**config.mk**
```make
export PLATFORM = sky130hd
export DESIGN_NAME = fconv_unit
export DESIGN_NICKNAME = d
export VERILOG_FILES = /design/src/common/fconv_pkg.sv /design/src/rtl/fconv_core.sv /design/src/rtl/fconv_decode.sv /design/src/rtl/fconv_unit.sv
export SDC_FILE = /design/constraint.sdc
export NUM_CORES = 1
export LEC_CHECK = 0
export BUFFER_PORTS_ARGS = -buffer_cell sky130_fd_sc_hd__buf_2
export CAP_MARGIN = 15
export CORE_ASPECT_RATIO = 1.2
export CORE_MARGIN = 3
export CORE_UTILIZATION = 52
export CTS_CLUSTER_SIZE = 24
export DETAILED_ROUTE_END_ITERATION = 6
export HOLD_SLACK_MARGIN = 0.05
export PLACE_DENSITY = 0.87
export SLEW_MARGIN = 5
export SYNTH_ARGS = -nofsm -noshare
export SYNTH_HDL_FRONTEND = slang
export SYNTH_SLANG_ARGS = --single-unit
```
**constraint.sdc**
```tcl
create_clock -name mclk_i -period 6.8 [get_ports mclk_i]
set_input_delay 1.7 -clock mclk_i [delete_from_list [all_inputs] [get_ports mclk_i]]
set_output_delay 1.7 -clock mclk_i [all_outputs]
set_load 0.02 [all_outputs]
```
**src/common/fconv_pkg.sv**
```systemverilog
package fconv_pkg;
  // ==========================================
  // Operation codes
  localparam logic [7:0] OPC_FIX_MODE       = 8'h79; // 121
  localparam logic [7:0] OPC_FIX_MODE_FLAGS = 8'h7A; // 122
  localparam logic [7:0] OPC_FIX_TRUNC      = 8'h15; // 21
  localparam logic [7:0] OPC_FIX_TRUNC_FLAGS = 8'h81; // 129
  // ==========================================
  // Flag vector bit positions
  localparam int FLG_DIV_ZERO_POS    = 0;
  localparam int FLG_PREC_LOSS_POS   = 1;
  localparam int FLG_UNDERFLOW_POS   = 2;
  localparam int FLG_OVERFLOW_POS    = 3;
  localparam int FLG_BAD_OPERAND_POS = 4;
  localparam int FLG_IN_FLUSH_POS    = 5;
  localparam int FLG_OUT_FLUSH_POS   = 6;
  localparam int FLG_WIDTH           = 7;
  // ==========================================
  // Rounding mode encodings
  localparam logic [1:0] RND_NEAREST = 2'h0;
  localparam logic [1:0] RND_ZERO    = 2'h1;
  localparam logic [1:0] RND_POS     = 2'h2;
  localparam logic [1:0] RND_NEG     = 2'h3;
  // ==========================================
  // Special results
  localparam logic [31:0] INT_MOST_NEG = 32'h8000_0000;
  localparam logic [31:0] INT_MOST_POS = 32'h7FFF_FFFF;
  localparam logic [31:0] INT_ZERO     = 32'h0000_0000;
  localparam logic [FLG_WIDTH-1:0] FLAGS_NONE = 7'h00;
  // ==========================================
  // Timing and slots
  localparam int LATENCY     = 3;
  localparam int SLOT_COUNT  = 5;
  localparam logic [4:0] SLOT_ALLOWED = 5'h09; // slots 1 and 4
  // ==========================================
  // Carriers
  typedef struct packed {
    logic        valid;
    logic [7:0]  opcode;
    logic [2:0]  slot;
    logic        guard;
    logic [31:0] source_operand;
    logic [6:0]  dest_reg;
  } issue_type;
  typedef struct packed {
    logic        wr_en;
    logic [6:0]  dest_reg;
    logic [31:0] data;
  } result_type;
endpackage

```
**src/rtl/fconv_core.sv**
```systemverilog
`timescale 1ns/1ps
`default_nettype none
// ==========================================
// Combinational float to int converter
module fconv_core
  import fconv_pkg::*;
(
  // Operand
  input  wire logic [31:0]          source_operand_i,
  input  wire logic [1:0]           round_mode_i,
  // Result
  output logic [31:0]               value_o,
  output logic [FLG_WIDTH-1:0]      flags_o
);
  wire        sgn  = source_operand_i[31];
  wire [7:0]  expo = source_operand_i[30:23];
  wire [22:0] frac = source_operand_i[22:0];
  wire        is_nan  = (expo == 8'hFF) && (frac != 23'h0);
  wire        is_inf  = (expo == 8'hFF) && (frac == 23'h0);
  wire        is_den  = (expo == 8'h00) && (frac != 23'h0);
  wire        is_zero = (expo == 8'h00);
  // Magnitude with 32 integer bits and 24 fraction bits
  wire [23:0] mant = {1'b1, frac};
  wire        big  = (expo >= 8'd159);
  logic [55:0] fixed;
  // Exponent 126 puts the hidden bit on the half position; below it only sticky remains
  always_comb begin
    fixed = 56'h0;
    if (!is_zero && !big && expo >= 8'd126)
      fixed = {32'h0, mant} << (expo - 8'd126);
    else if (!is_zero && !big)
      fixed = 56'h1; // tiny, sticky only
  end
  wire [31:0] ipart = fixed[55:24];
  wire        half  = fixed[23];
  wire        rest  = |fixed[22:0];
  wire        loss  = half | rest;
  logic       rup;
  always_comb begin
    unique case (round_mode_i)
      RND_NEAREST: rup = half && (rest || ipart[0]);
      RND_ZERO:    rup = 1'b0;
      RND_POS:     rup = loss && !sgn;
      RND_NEG:     rup = loss && sgn;
    endcase
  end
  wire [32:0] mag = {1'b0, ipart} + {32'h0, rup};
  wire ovf_pos = !sgn && (big || mag > {1'b0, INT_MOST_POS});
  wire ovf_neg = sgn && (big || mag > {1'b0, INT_MOST_NEG});
  always_comb begin
    value_o = INT_ZERO;
    flags_o = FLAGS_NONE;
    if (is_nan) begin
      flags_o[FLG_BAD_OPERAND_POS] = 1'b1;
    end else if (is_den) begin
      flags_o[FLG_IN_FLUSH_POS] = 1'b1;
    end else if (is_zero) begin
      value_o = INT_ZERO;
    end else if (ovf_neg || (is_inf && sgn)) begin
      value_o = INT_MOST_NEG;
      flags_o[FLG_BAD_OPERAND_POS] = 1'b1;
    end else if (ovf_pos || is_inf) begin
      value_o = INT_MOST_POS;
      flags_o[FLG_BAD_OPERAND_POS] = 1'b1;
    end else begin
      value_o = sgn ? (32'h0 - mag[31:0]) : mag[31:0];
      flags_o[FLG_PREC_LOSS_POS] = loss;
    end
  end
endmodule
`default_nettype wire

```
**src/rtl/fconv_decode.sv**
```systemverilog
`timescale 1ns/1ps
`default_nettype none
// ==========================================
// Operation decoder
module fconv_decode
  import fconv_pkg::*;
(
  // Issue
  input  wire logic [7:0] opcode_i,
  input  wire logic [2:0] slot_i,
  // Decoded
  output logic            hit_o,
  output logic            flags_only_o,
  output logic            trunc_o
);
  // Slot legality; other slots hold no float converter
  wire slot_ok = (slot_i >= 3'd1) && (slot_i <= 3'd5) &&
                 SLOT_ALLOWED[3'(slot_i - 3'd1)];
  wire is_op   = (opcode_i == OPC_FIX_MODE) || (opcode_i == OPC_FIX_MODE_FLAGS) ||
                 (opcode_i == OPC_FIX_TRUNC) || (opcode_i == OPC_FIX_TRUNC_FLAGS);
  assign hit_o        = is_op && slot_ok;
  assign flags_only_o = (opcode_i == OPC_FIX_MODE_FLAGS) || (opcode_i == OPC_FIX_TRUNC_FLAGS);
  assign trunc_o      = (opcode_i == OPC_FIX_TRUNC) || (opcode_i == OPC_FIX_TRUNC_FLAGS);
endmodule
`default_nettype wire

```
**src/rtl/fconv_unit.sv**
```systemverilog
`timescale 1ns/1ps
`default_nettype none
// Notes on behaviour
// - The truncating conversion rounds toward zero whatever the status rounding mode.
// - The mode-rounded flag-only operation rounds with the status rounding mode.
// - A denormal source of a conversion converts as zero and sets input-flushed.
// - A denormal source of a flag-only op returns the input-flushed bit 0x20.
// - Status flags are sticky; only an explicit status write clears them.
// - Status flag updates leave in the same cycle as the destination write.
// - Concurrent flag updates OR with each other and the held value.
// - A false guard suppresses both destination and flag writes.
// - Flag-only ops write the flag vector and leave status flags alone.
// - Flag bits: div-zero 0, inexact 1, under 2, over 3, invalid 4, flushes 5 and 6.
// - Negative overflow returns 0x80000000 with invalid.
// - Positive infinity returns 0x7fffffff with invalid.
// - Not-a-number returns zero with invalid.
// - Opcodes: 122 mode flags, 21 truncate, 129 truncate flags.
// - Latency 3, issue only from slots 1 and 4.
// - Mode-rounded conversion uses the status rounding mode with flush.
module fconv_unit
  import fconv_pkg::*;
#(
  parameter int LAT = LATENCY
)
(
  // Clock and reset
  input  wire logic                  mclk_i,
  input  wire logic                  reset_n_i,
  // Issue
  input  wire fconv_pkg::issue_type  issue_i,
  // Status word
  input  wire logic [1:0]            round_mode_i,
  input  wire logic [FLG_WIDTH-1:0]  status_flags_i,
  input  wire logic                  other_set_valid_i,
  input  wire logic [FLG_WIDTH-1:0]  other_set_flags_i,
  input  wire logic                  status_write_i,
  input  wire logic [FLG_WIDTH-1:0]  status_write_data_i,
  // Results
  output var fconv_pkg::result_type  result_o,
  output logic                       flag_set_valid_o,
  output logic [FLG_WIDTH-1:0]       flag_set_o,
  output logic [FLG_WIDTH-1:0]       status_flags_o
);
  // ==========================================
  // Elaboration checks
  if (LAT != LATENCY) begin : g_bad_lat
    $error("latency must be 3");
  end

  // ==========================================
  // Decode
  logic hit;
  logic flags_only;
  logic trunc;
  fconv_decode u_dec (
    .opcode_i     (issue_i.opcode),
    .slot_i       (issue_i.slot),
    .hit_o        (hit),
    .flags_only_o (flags_only),
    .trunc_o      (trunc)
  );

  wire [1:0] eff_mode = trunc ? RND_ZERO : round_mode_i;

  // ==========================================
  // Stage 1: capture
  logic                 s1_valid_ff;
  logic                 s1_fonly_ff;
  logic [6:0]           s1_dest_ff;
  logic [31:0]          s1_src_ff;
  logic [1:0]           s1_mode_ff;
  wire nxt_s1_valid = issue_i.valid && hit && issue_i.guard;

  always_ff @(posedge mclk_i) begin
    if (!reset_n_i) begin
      s1_valid_ff <= 1'b0;
      s1_fonly_ff <= 1'b0;
      s1_dest_ff  <= 7'h00;
      s1_src_ff   <= 32'h0000_0000;
      s1_mode_ff  <= 2'h0;
    end else begin
      s1_valid_ff <= nxt_s1_valid;
      s1_fonly_ff <= flags_only;
      s1_dest_ff  <= issue_i.dest_reg;
      s1_src_ff   <= issue_i.source_operand;
      s1_mode_ff  <= eff_mode;
    end
  end

  // ==========================================
  // Stage 2: compute
  logic [31:0]          conv_val;
  logic [FLG_WIDTH-1:0] conv_flg;
  fconv_core u_core (
    .source_operand_i (s1_src_ff),
    .round_mode_i     (s1_mode_ff),
    .value_o          (conv_val),
    .flags_o          (conv_flg)
  );

  logic                 s2_valid_ff;
  logic                 s2_fonly_ff;
  logic [6:0]           s2_dest_ff;
  logic [31:0]          s2_val_ff;
  logic [FLG_WIDTH-1:0] s2_flg_ff;
  always_ff @(posedge mclk_i) begin
    if (!reset_n_i) begin
      s2_valid_ff <= 1'b0;
      s2_fonly_ff <= 1'b0;
      s2_dest_ff  <= 7'h00;
      s2_val_ff   <= 32'h0000_0000;
      s2_flg_ff   <= FLAGS_NONE;
    end else begin
      s2_valid_ff <= s1_valid_ff;
      s2_fonly_ff <= s1_fonly_ff;
      s2_dest_ff  <= s1_dest_ff;
      s2_val_ff   <= conv_val;
      s2_flg_ff   <= conv_flg;
    end
  end

  // ==========================================
  // Stage 3: writeback, third edge after issue
  // flag vector as data
  wire [31:0] nxt_data = s2_fonly_ff ? {25'h0, s2_flg_ff} : s2_val_ff;
  wire nxt_set_valid = s2_valid_ff && !s2_fonly_ff;
  // sticky OR merge, set beats write
  wire [FLG_WIDTH-1:0] nxt_own = nxt_set_valid ? s2_flg_ff : FLAGS_NONE;
  wire [FLG_WIDTH-1:0] other   = other_set_valid_i ? other_set_flags_i : FLAGS_NONE;
  wire [FLG_WIDTH-1:0] base    = status_write_i ? status_write_data_i : status_flags_i;
  wire [FLG_WIDTH-1:0] nxt_status = base | nxt_own | other;

  always_ff @(posedge mclk_i) begin
    if (!reset_n_i) begin
      result_o         <= '0;
      flag_set_valid_o <= 1'b0;
      flag_set_o       <= FLAGS_NONE;
      status_flags_o   <= FLAGS_NONE;
    end else begin
      result_o.wr_en   <= s2_valid_ff;
      result_o.dest_reg <= s2_dest_ff;
      result_o.data    <= nxt_data;
      flag_set_valid_o <= nxt_set_valid;
      flag_set_o       <= nxt_own;
      // merged view for the status word
      status_flags_o   <= nxt_status;
    end
  end
endmodule
`default_nettype wire

```
# Word-level counts from Yosys, hierarchy flattened
# Memories as Yosys holds them, arrays and structs flattened.
# Cells that the tools add are included.
[op_classes] addsub=4 div_mod_pow=0 n_mul=0 n_lt_le_gt_ge=7 bitwise_logic=4 shifts=1 n_reduce_logical=42 eq_ne=8 mux=18
[ops] operator="$mux W32" count=3
[ops] operator="$mux W56" count=1
[ops] operator="$shl A24 B8 Y56" count=1
[ops] operator="$add A32 B1 Y33" count=1
[ops] operator="$gt A33 B31 Y1 const B" count=1
[ops] operator="$gt A33 B32 Y1 const B" count=1
[ops] operator="$sub A1 B32 Y32 const A" count=1
[ops] operator="$mux W7" count=4
[ops] operator="$logic_not A23 Y1" count=1
[ops] operator="$reduce_bool A23 Y1" count=1
[ops] operator="$reduce_or A23 Y1" count=1
[ops] operator="$logic_and A1 B1 Y1" count=17
[ops] operator="$eq A8 B7 Y1 const B" count=2
[ops] operator="$eq A8 B8 Y1 const B" count=2
[ops] operator="$or A7 B7 Y7" count=2
[ops] operator="$logic_or A1 B1 Y1" count=10
[ops] operator="$mux W1" count=9
[ops] operator="$eq A8 B5 Y1 const B" count=1
[ops] operator="$ge A8 B7 Y1 const B" count=1
[ops] operator="$ge A8 B8 Y1 const B" count=1
[ops] operator="$logic_not A8 Y1" count=1
[ops] operator="$sub A8 B7 Y8 const B" count=1
[ops] operator="$reduce_or A2 Y1" count=3
[ops] operator="$reduce_or A6 Y1" count=1
[ops] operator="other kinds (13)" count=17
[word_totals] output_inout_bits=55 latch_bits=0 reg_bits=146 memories=1 ram_bits=0 mem_bits_ro=8
[memory_table] memory="(no name shown)" words=8 word_bits=1 rd=1 rd_clocked_by_memory_dff=0 write_ports=0 line_no="fconv_decode.sv:18" rtl="SLOT_ALLOWED[3'(slot_i - 3'd1)];"

# Depth between registers and ports, before layout
[depth] word_depth=19 mapped_depth=30 mapped_depth_nobuf=25

# Hierarchy
# A second synthesis with hierarchy kept.
[unflattened] cells_unflattened=1081 hier_area_um2=9466.6
[by_module_without_submodules] module="fconv_core" n_inst=1 seq_area_each_um2=0.0 area_per_inst_um2=5149.9 cells_per_inst=717
[by_module_without_submodules] module="fconv_unit" n_inst=1 seq_area_each_um2=2922.8 area_per_inst_um2=4154.0 cells_per_inst=342
[by_module_without_submodules] module="fconv_decode" n_inst=1 seq_area_each_um2=0.0 area_per_inst_um2=162.7 cells_per_inst=22

# Worst setup path before layout
# OpenSTA, ideal clock, no wires.
[synth_path] path_type="register to register" from="reg s1_src_ff[25]" to="reg s2_val_ff[31]" synth_period_minus_slack_ps=6449 setup_time_ps=72 required_time_ps=6728 slack_ps=351 arrival_ps=6377 stages_incl_launch_ff=28 path_buffers=2 path_cell_list="dfxtp_1 ha_1 buf_2 nand2_1 nor3_1 o21ai_1 clkbuf_1 o32ai_1 nand2_1 o31ai_1 nor2_1 nand4_1 a21oi_1 a211o_1 a211oi_1 ha_1 ha_1 inv_1 a211o_1 a2111oi_4 and4_1 nand4_1 or2_1 o31ai_1 nand4b_4 nor4_1 mux2_2 a21oi_1"
[synth_between] elab_chain_len=16
[synth_lines] item="from (decl)" line_no="fconv_unit.sv:70" rtl="logic [31:0] s1_src_ff;"
[synth_lines] item="from (signal assigned)" line_no="fconv_unit.sv:85" rtl="s1_src_ff <= issue_i.source_operand;"
[synth_lines] item="parallel branches: the longest is 16 deep, another holds $add A32 B1 Y33"
[synth_lines] item="to (signal assigned)" line_no="fconv_unit.sv:117" rtl="s2_val_ff <= conv_val;"
[synth_lines] item="to (decl)" line_no="fconv_unit.sv:104" rtl="logic [31:0] s2_val_ff;"
# Parallel ways; which one is timed is not known.
# A chain may end at the register's enable or synchronous reset.

# Worst setup path in the final report
# Ends and elaborated chain as after synthesis.

==> impl_metrics.csv <==
group,metric,value,unit
run_status,status,"finished, final reports clean",
drt,viasPerCell,6.12,
yosys,postSynthRegisterBits,138,
timing,slew_headroom,31.3,%
setup_path,r2r_end,"s2_val_ff[31]",
timing,worstMarginPinSlew,1.02,ns
clock_tree,numCtsBuffers,17,
grt,grt_pass1_wl,41400,um
setup_path,crit_start,"s1_src_ff[25]",
finish,layout-drive-gt1-share,28.5,%
yosys,synth_top_area_cell,"dfxtp_1",
setup_path,cp-end-kind,"flip-flop",
floorplan,floorplan.die.height,147,um
timing,fin_skew,0.0101,ns
hold_path,min_from,"s2_val_ff[18]",
finish,area_delta_synth_final,19.6,%
timing,hold_slack,0.425,ns
timing,setup_tns,0,ns
grt,grt-ovfl-total,0,
finish,nets,1196,
yosys,postSynthAreaPerCell,8.89,um^2
yosys,synth_most_common_cell,"dfxtp_1",
drt,wl_per_cell,19.5,um
clock_tree,cts_tree,"yes",
drt,routed_wirelength,25900,um
place,port-buffer-count,129,
setup_path,cp_max_fo,9,
setup_path,path_class,"flip-flop to flip-flop",
job,max_cap_viol_count,0,
yosys,synthTopCellsByCount,"dfxtp_1 (138), and2_1 (104), nand2_1 (76)",
drt,vias,8140,
clock_tree,clkLatencyLatePin,0.43,ns
grt,antenna_found_initial,0,
clock_tree,path_clk_slew,0.07,ns
clock_tree,cts.sinks,138,
power_and_ir_drop,max-vdd-ir-drop,0.140,mV
setup_path,endpoint,"s2_val_ff[31]",
floorplan,io_pins,134,
yosys,post_synth_num_cell_types,95,
yosys,async_flop_share,0,%
floorplan,dieArea,18100,um^2
timing,setup_viol,0,
grt,grt_max_degree,75,
yosys,ys.flop_type,"dfxtp_1",
finish,stdcell_count,1331,
setup_path,r2r.worst_path.cells,24,
power_and_ir_drop,power_density,210,nW/um^2
floorplan,core-area,15900,um^2
power_and_ir_drop,p_leak,4.12,nW
drt,drt_iter0_drc,764,
yosys,synth.area.top_cells,"dfxtp_1 (32%), and2_1 (7.6%), mux2i_1 (4.4%), xnor2_1 (4.0%), nand2_1 (3.3%)",
place,dpl_cell_area,9610,um^2
yosys,synthCells,967,
floorplan,num_rows,50,
setup_path,critical_path_required,7.17,ns
timing,slew_violations,0,
hold_path,hold_path_class,"flip-flop to flip-flop",
setup_path,cp-start-kind,"flip-flop",
yosys,ys_seq_area_share,32.1,%
drt,dr.pass1.iters,6,
timing,timing.final.crit_share,94.8,%
yosys,yosys_warnings,0,
finish,fill_cells,1326,
clock_tree,htreeDepth,4,
timing,hold_violations,0,
place,gp_congestion,0.980,
timing,maxClockFrequency,155,MHz
timing,post-route-min-period,6.44,ns
drt,drc_errors,0,
place,place_inst,1296,
yosys,synthesis.area,8600,um^2
setup_path,r2r_start,"s1_src_ff[25]",
place,dp_hpwl,19800,um
setup_path,cp_data_arrival_time,6.81,ns
grt,grt_usage,28.7,%
timing,fin_ws,0.356,ns
place,place_ws,0.0620,ns
yosys,synth_edf_count,0,
setup_path,reg2reg_slack,0.36,ns
floorplan,fp.dieW,123,um
finish,finish.instance_area,10300,um^2
clock_tree,cts_root_buffer,"clkbuf_16",
floorplan,start_util,54.1,%
grt,grt_pass1_vias,7976,
clock_tree,hold_buffers,0,
clock_tree,clock_path_buffers,2,
yosys,yosysTopAreaCellShare,32.1,%
drt,ant_nets,0,
finish,antennaDiodeCount,0,
worst max-delay path, cell delays in order, from the launching register on:
cell and delay (ns):
dfxtp_2 0.37, ha_2 0.42, buf_4 0.16, nand2b_1 0.21, nor2_1 0.07, a211oi_1 0.36
a22oi_1 0.25, o22a_1 0.29, nand4_1 0.13, a21oi_1 0.10, a211o_1 0.27, a211oi_1 0.24
ha_1 0.24, ha_1 0.18, buf_4 0.14, o211ai_1 0.16, a2111oi_4 0.53, and4_1 0.30
nand4_1 0.17, or2_1 0.28, o31ai_2 0.36, nand4b_4 0.24, nor4_2 0.37, mux2_2 0.37
a21oi_1 0.15
cell usage in the layout, fill, tap and decap left out, types with 13 or more instances in the layout:
cell	n
buf_2	129
nand4_1	17
buf_4	52
a21oi_2	29
nor2_1	43
mux2_2	13
o21ai_0	31
clkbuf_16	17
o31ai_1	15
nand2_1	75
a21oi_1	24
nand3_1	21
nor4_1	16
xnor2_1	39
nor3_1	13
inv_1	16
xor2_1	22
dfxtp_1	133
mux2i_1	37
and2_1	104
power breakdown:
part	leakage (nW)	internal (mW)	total, mW	switching, mW
logic	2.71	0.168	0.404	0.236
clock network	0.271	0.494	0.879	0.385
registers	1.13	0.846	0.872	0.0258
cells by family (layout without fill, tap and decap cells):
kind of cell | after synthesis | count (layout) | synth area share, %
and+or+nand+nor | 371 | 371 | 24.6
AOI/OAI and AO/OA | 242 | 242 | 21.6
DFF | 138 | 138 | 32.1
buffers and inverters | 82 | 235 | 4.90
xor gates and xnor gates | 63 | 63 | 6.51
muxes | 63 | 63 | 9.14
adders and majority gates | 7 | 7 | 1.02
other | 1 | 4 | 0.0436
per-stage QoR:
step,util [%],total power [mW]
finish,64.7,2.15
global route,64.7,2.23
CTS,64.0,2.15
detailed placement,60.5,1.27
global placement,60.5,1.27
floorplan,-,1.15
metal layers:
layer  global-route usage [%]  up-vias  part of all wire [%]
met5                        0        -                     0
met4                     15.0        0                   4.7
li1                         -     3822                     -
met1                     33.5     3856                    39
met2                     49.7      373                    51
met3                     4.74       89                   5.6
registers in the layout, summed over array words and instances (netlist names):
signal            flops
flag_set_o            3
flag_set_valid_o      1
result_o             40
s1_dest_ff            7
s1_fonly_ff           1
s1_mode_ff            2
s1_src_ff            32
s1_valid_ff           1
s2_dest_ff            7
s2_flg_ff             3
s2_fonly_ff           1
s2_val_ff            32
s2_valid_ff           1
status_flags_o        7
what timing repair did:
action / 4_1_cts / 5_1_grt
resized for setup: 0 / 22
setup endpoints to repair: 0 / 33
setup buffers: 0 / 3
worst min-delay path by stage:
stage | to | cells past startpoint
6_report | result_o[18] | 1
3_5_place_dp | result_o[27] | 1
4_1_cts | result_o[11] | 1
2_1_floorplan | result_o[0] | 1
5_1_grt | result_o[14] | 1
3_3_place_gp | result_o[8] | 1
layout make-up:
class,count,area (um^2),share of cell area [%]
Tap cell,208,260,2.53
Sequential cell,138,2770,27.0
Multi-Input combinational cell,750,5520,53.7
Clock buffer,19,453,4.40
Inverter,19,75.1,0.730
Clock inverter,13,108,1.05
Timing Repair Buffer,184,1100,10.7
Power figures use the tool's default switching activity.
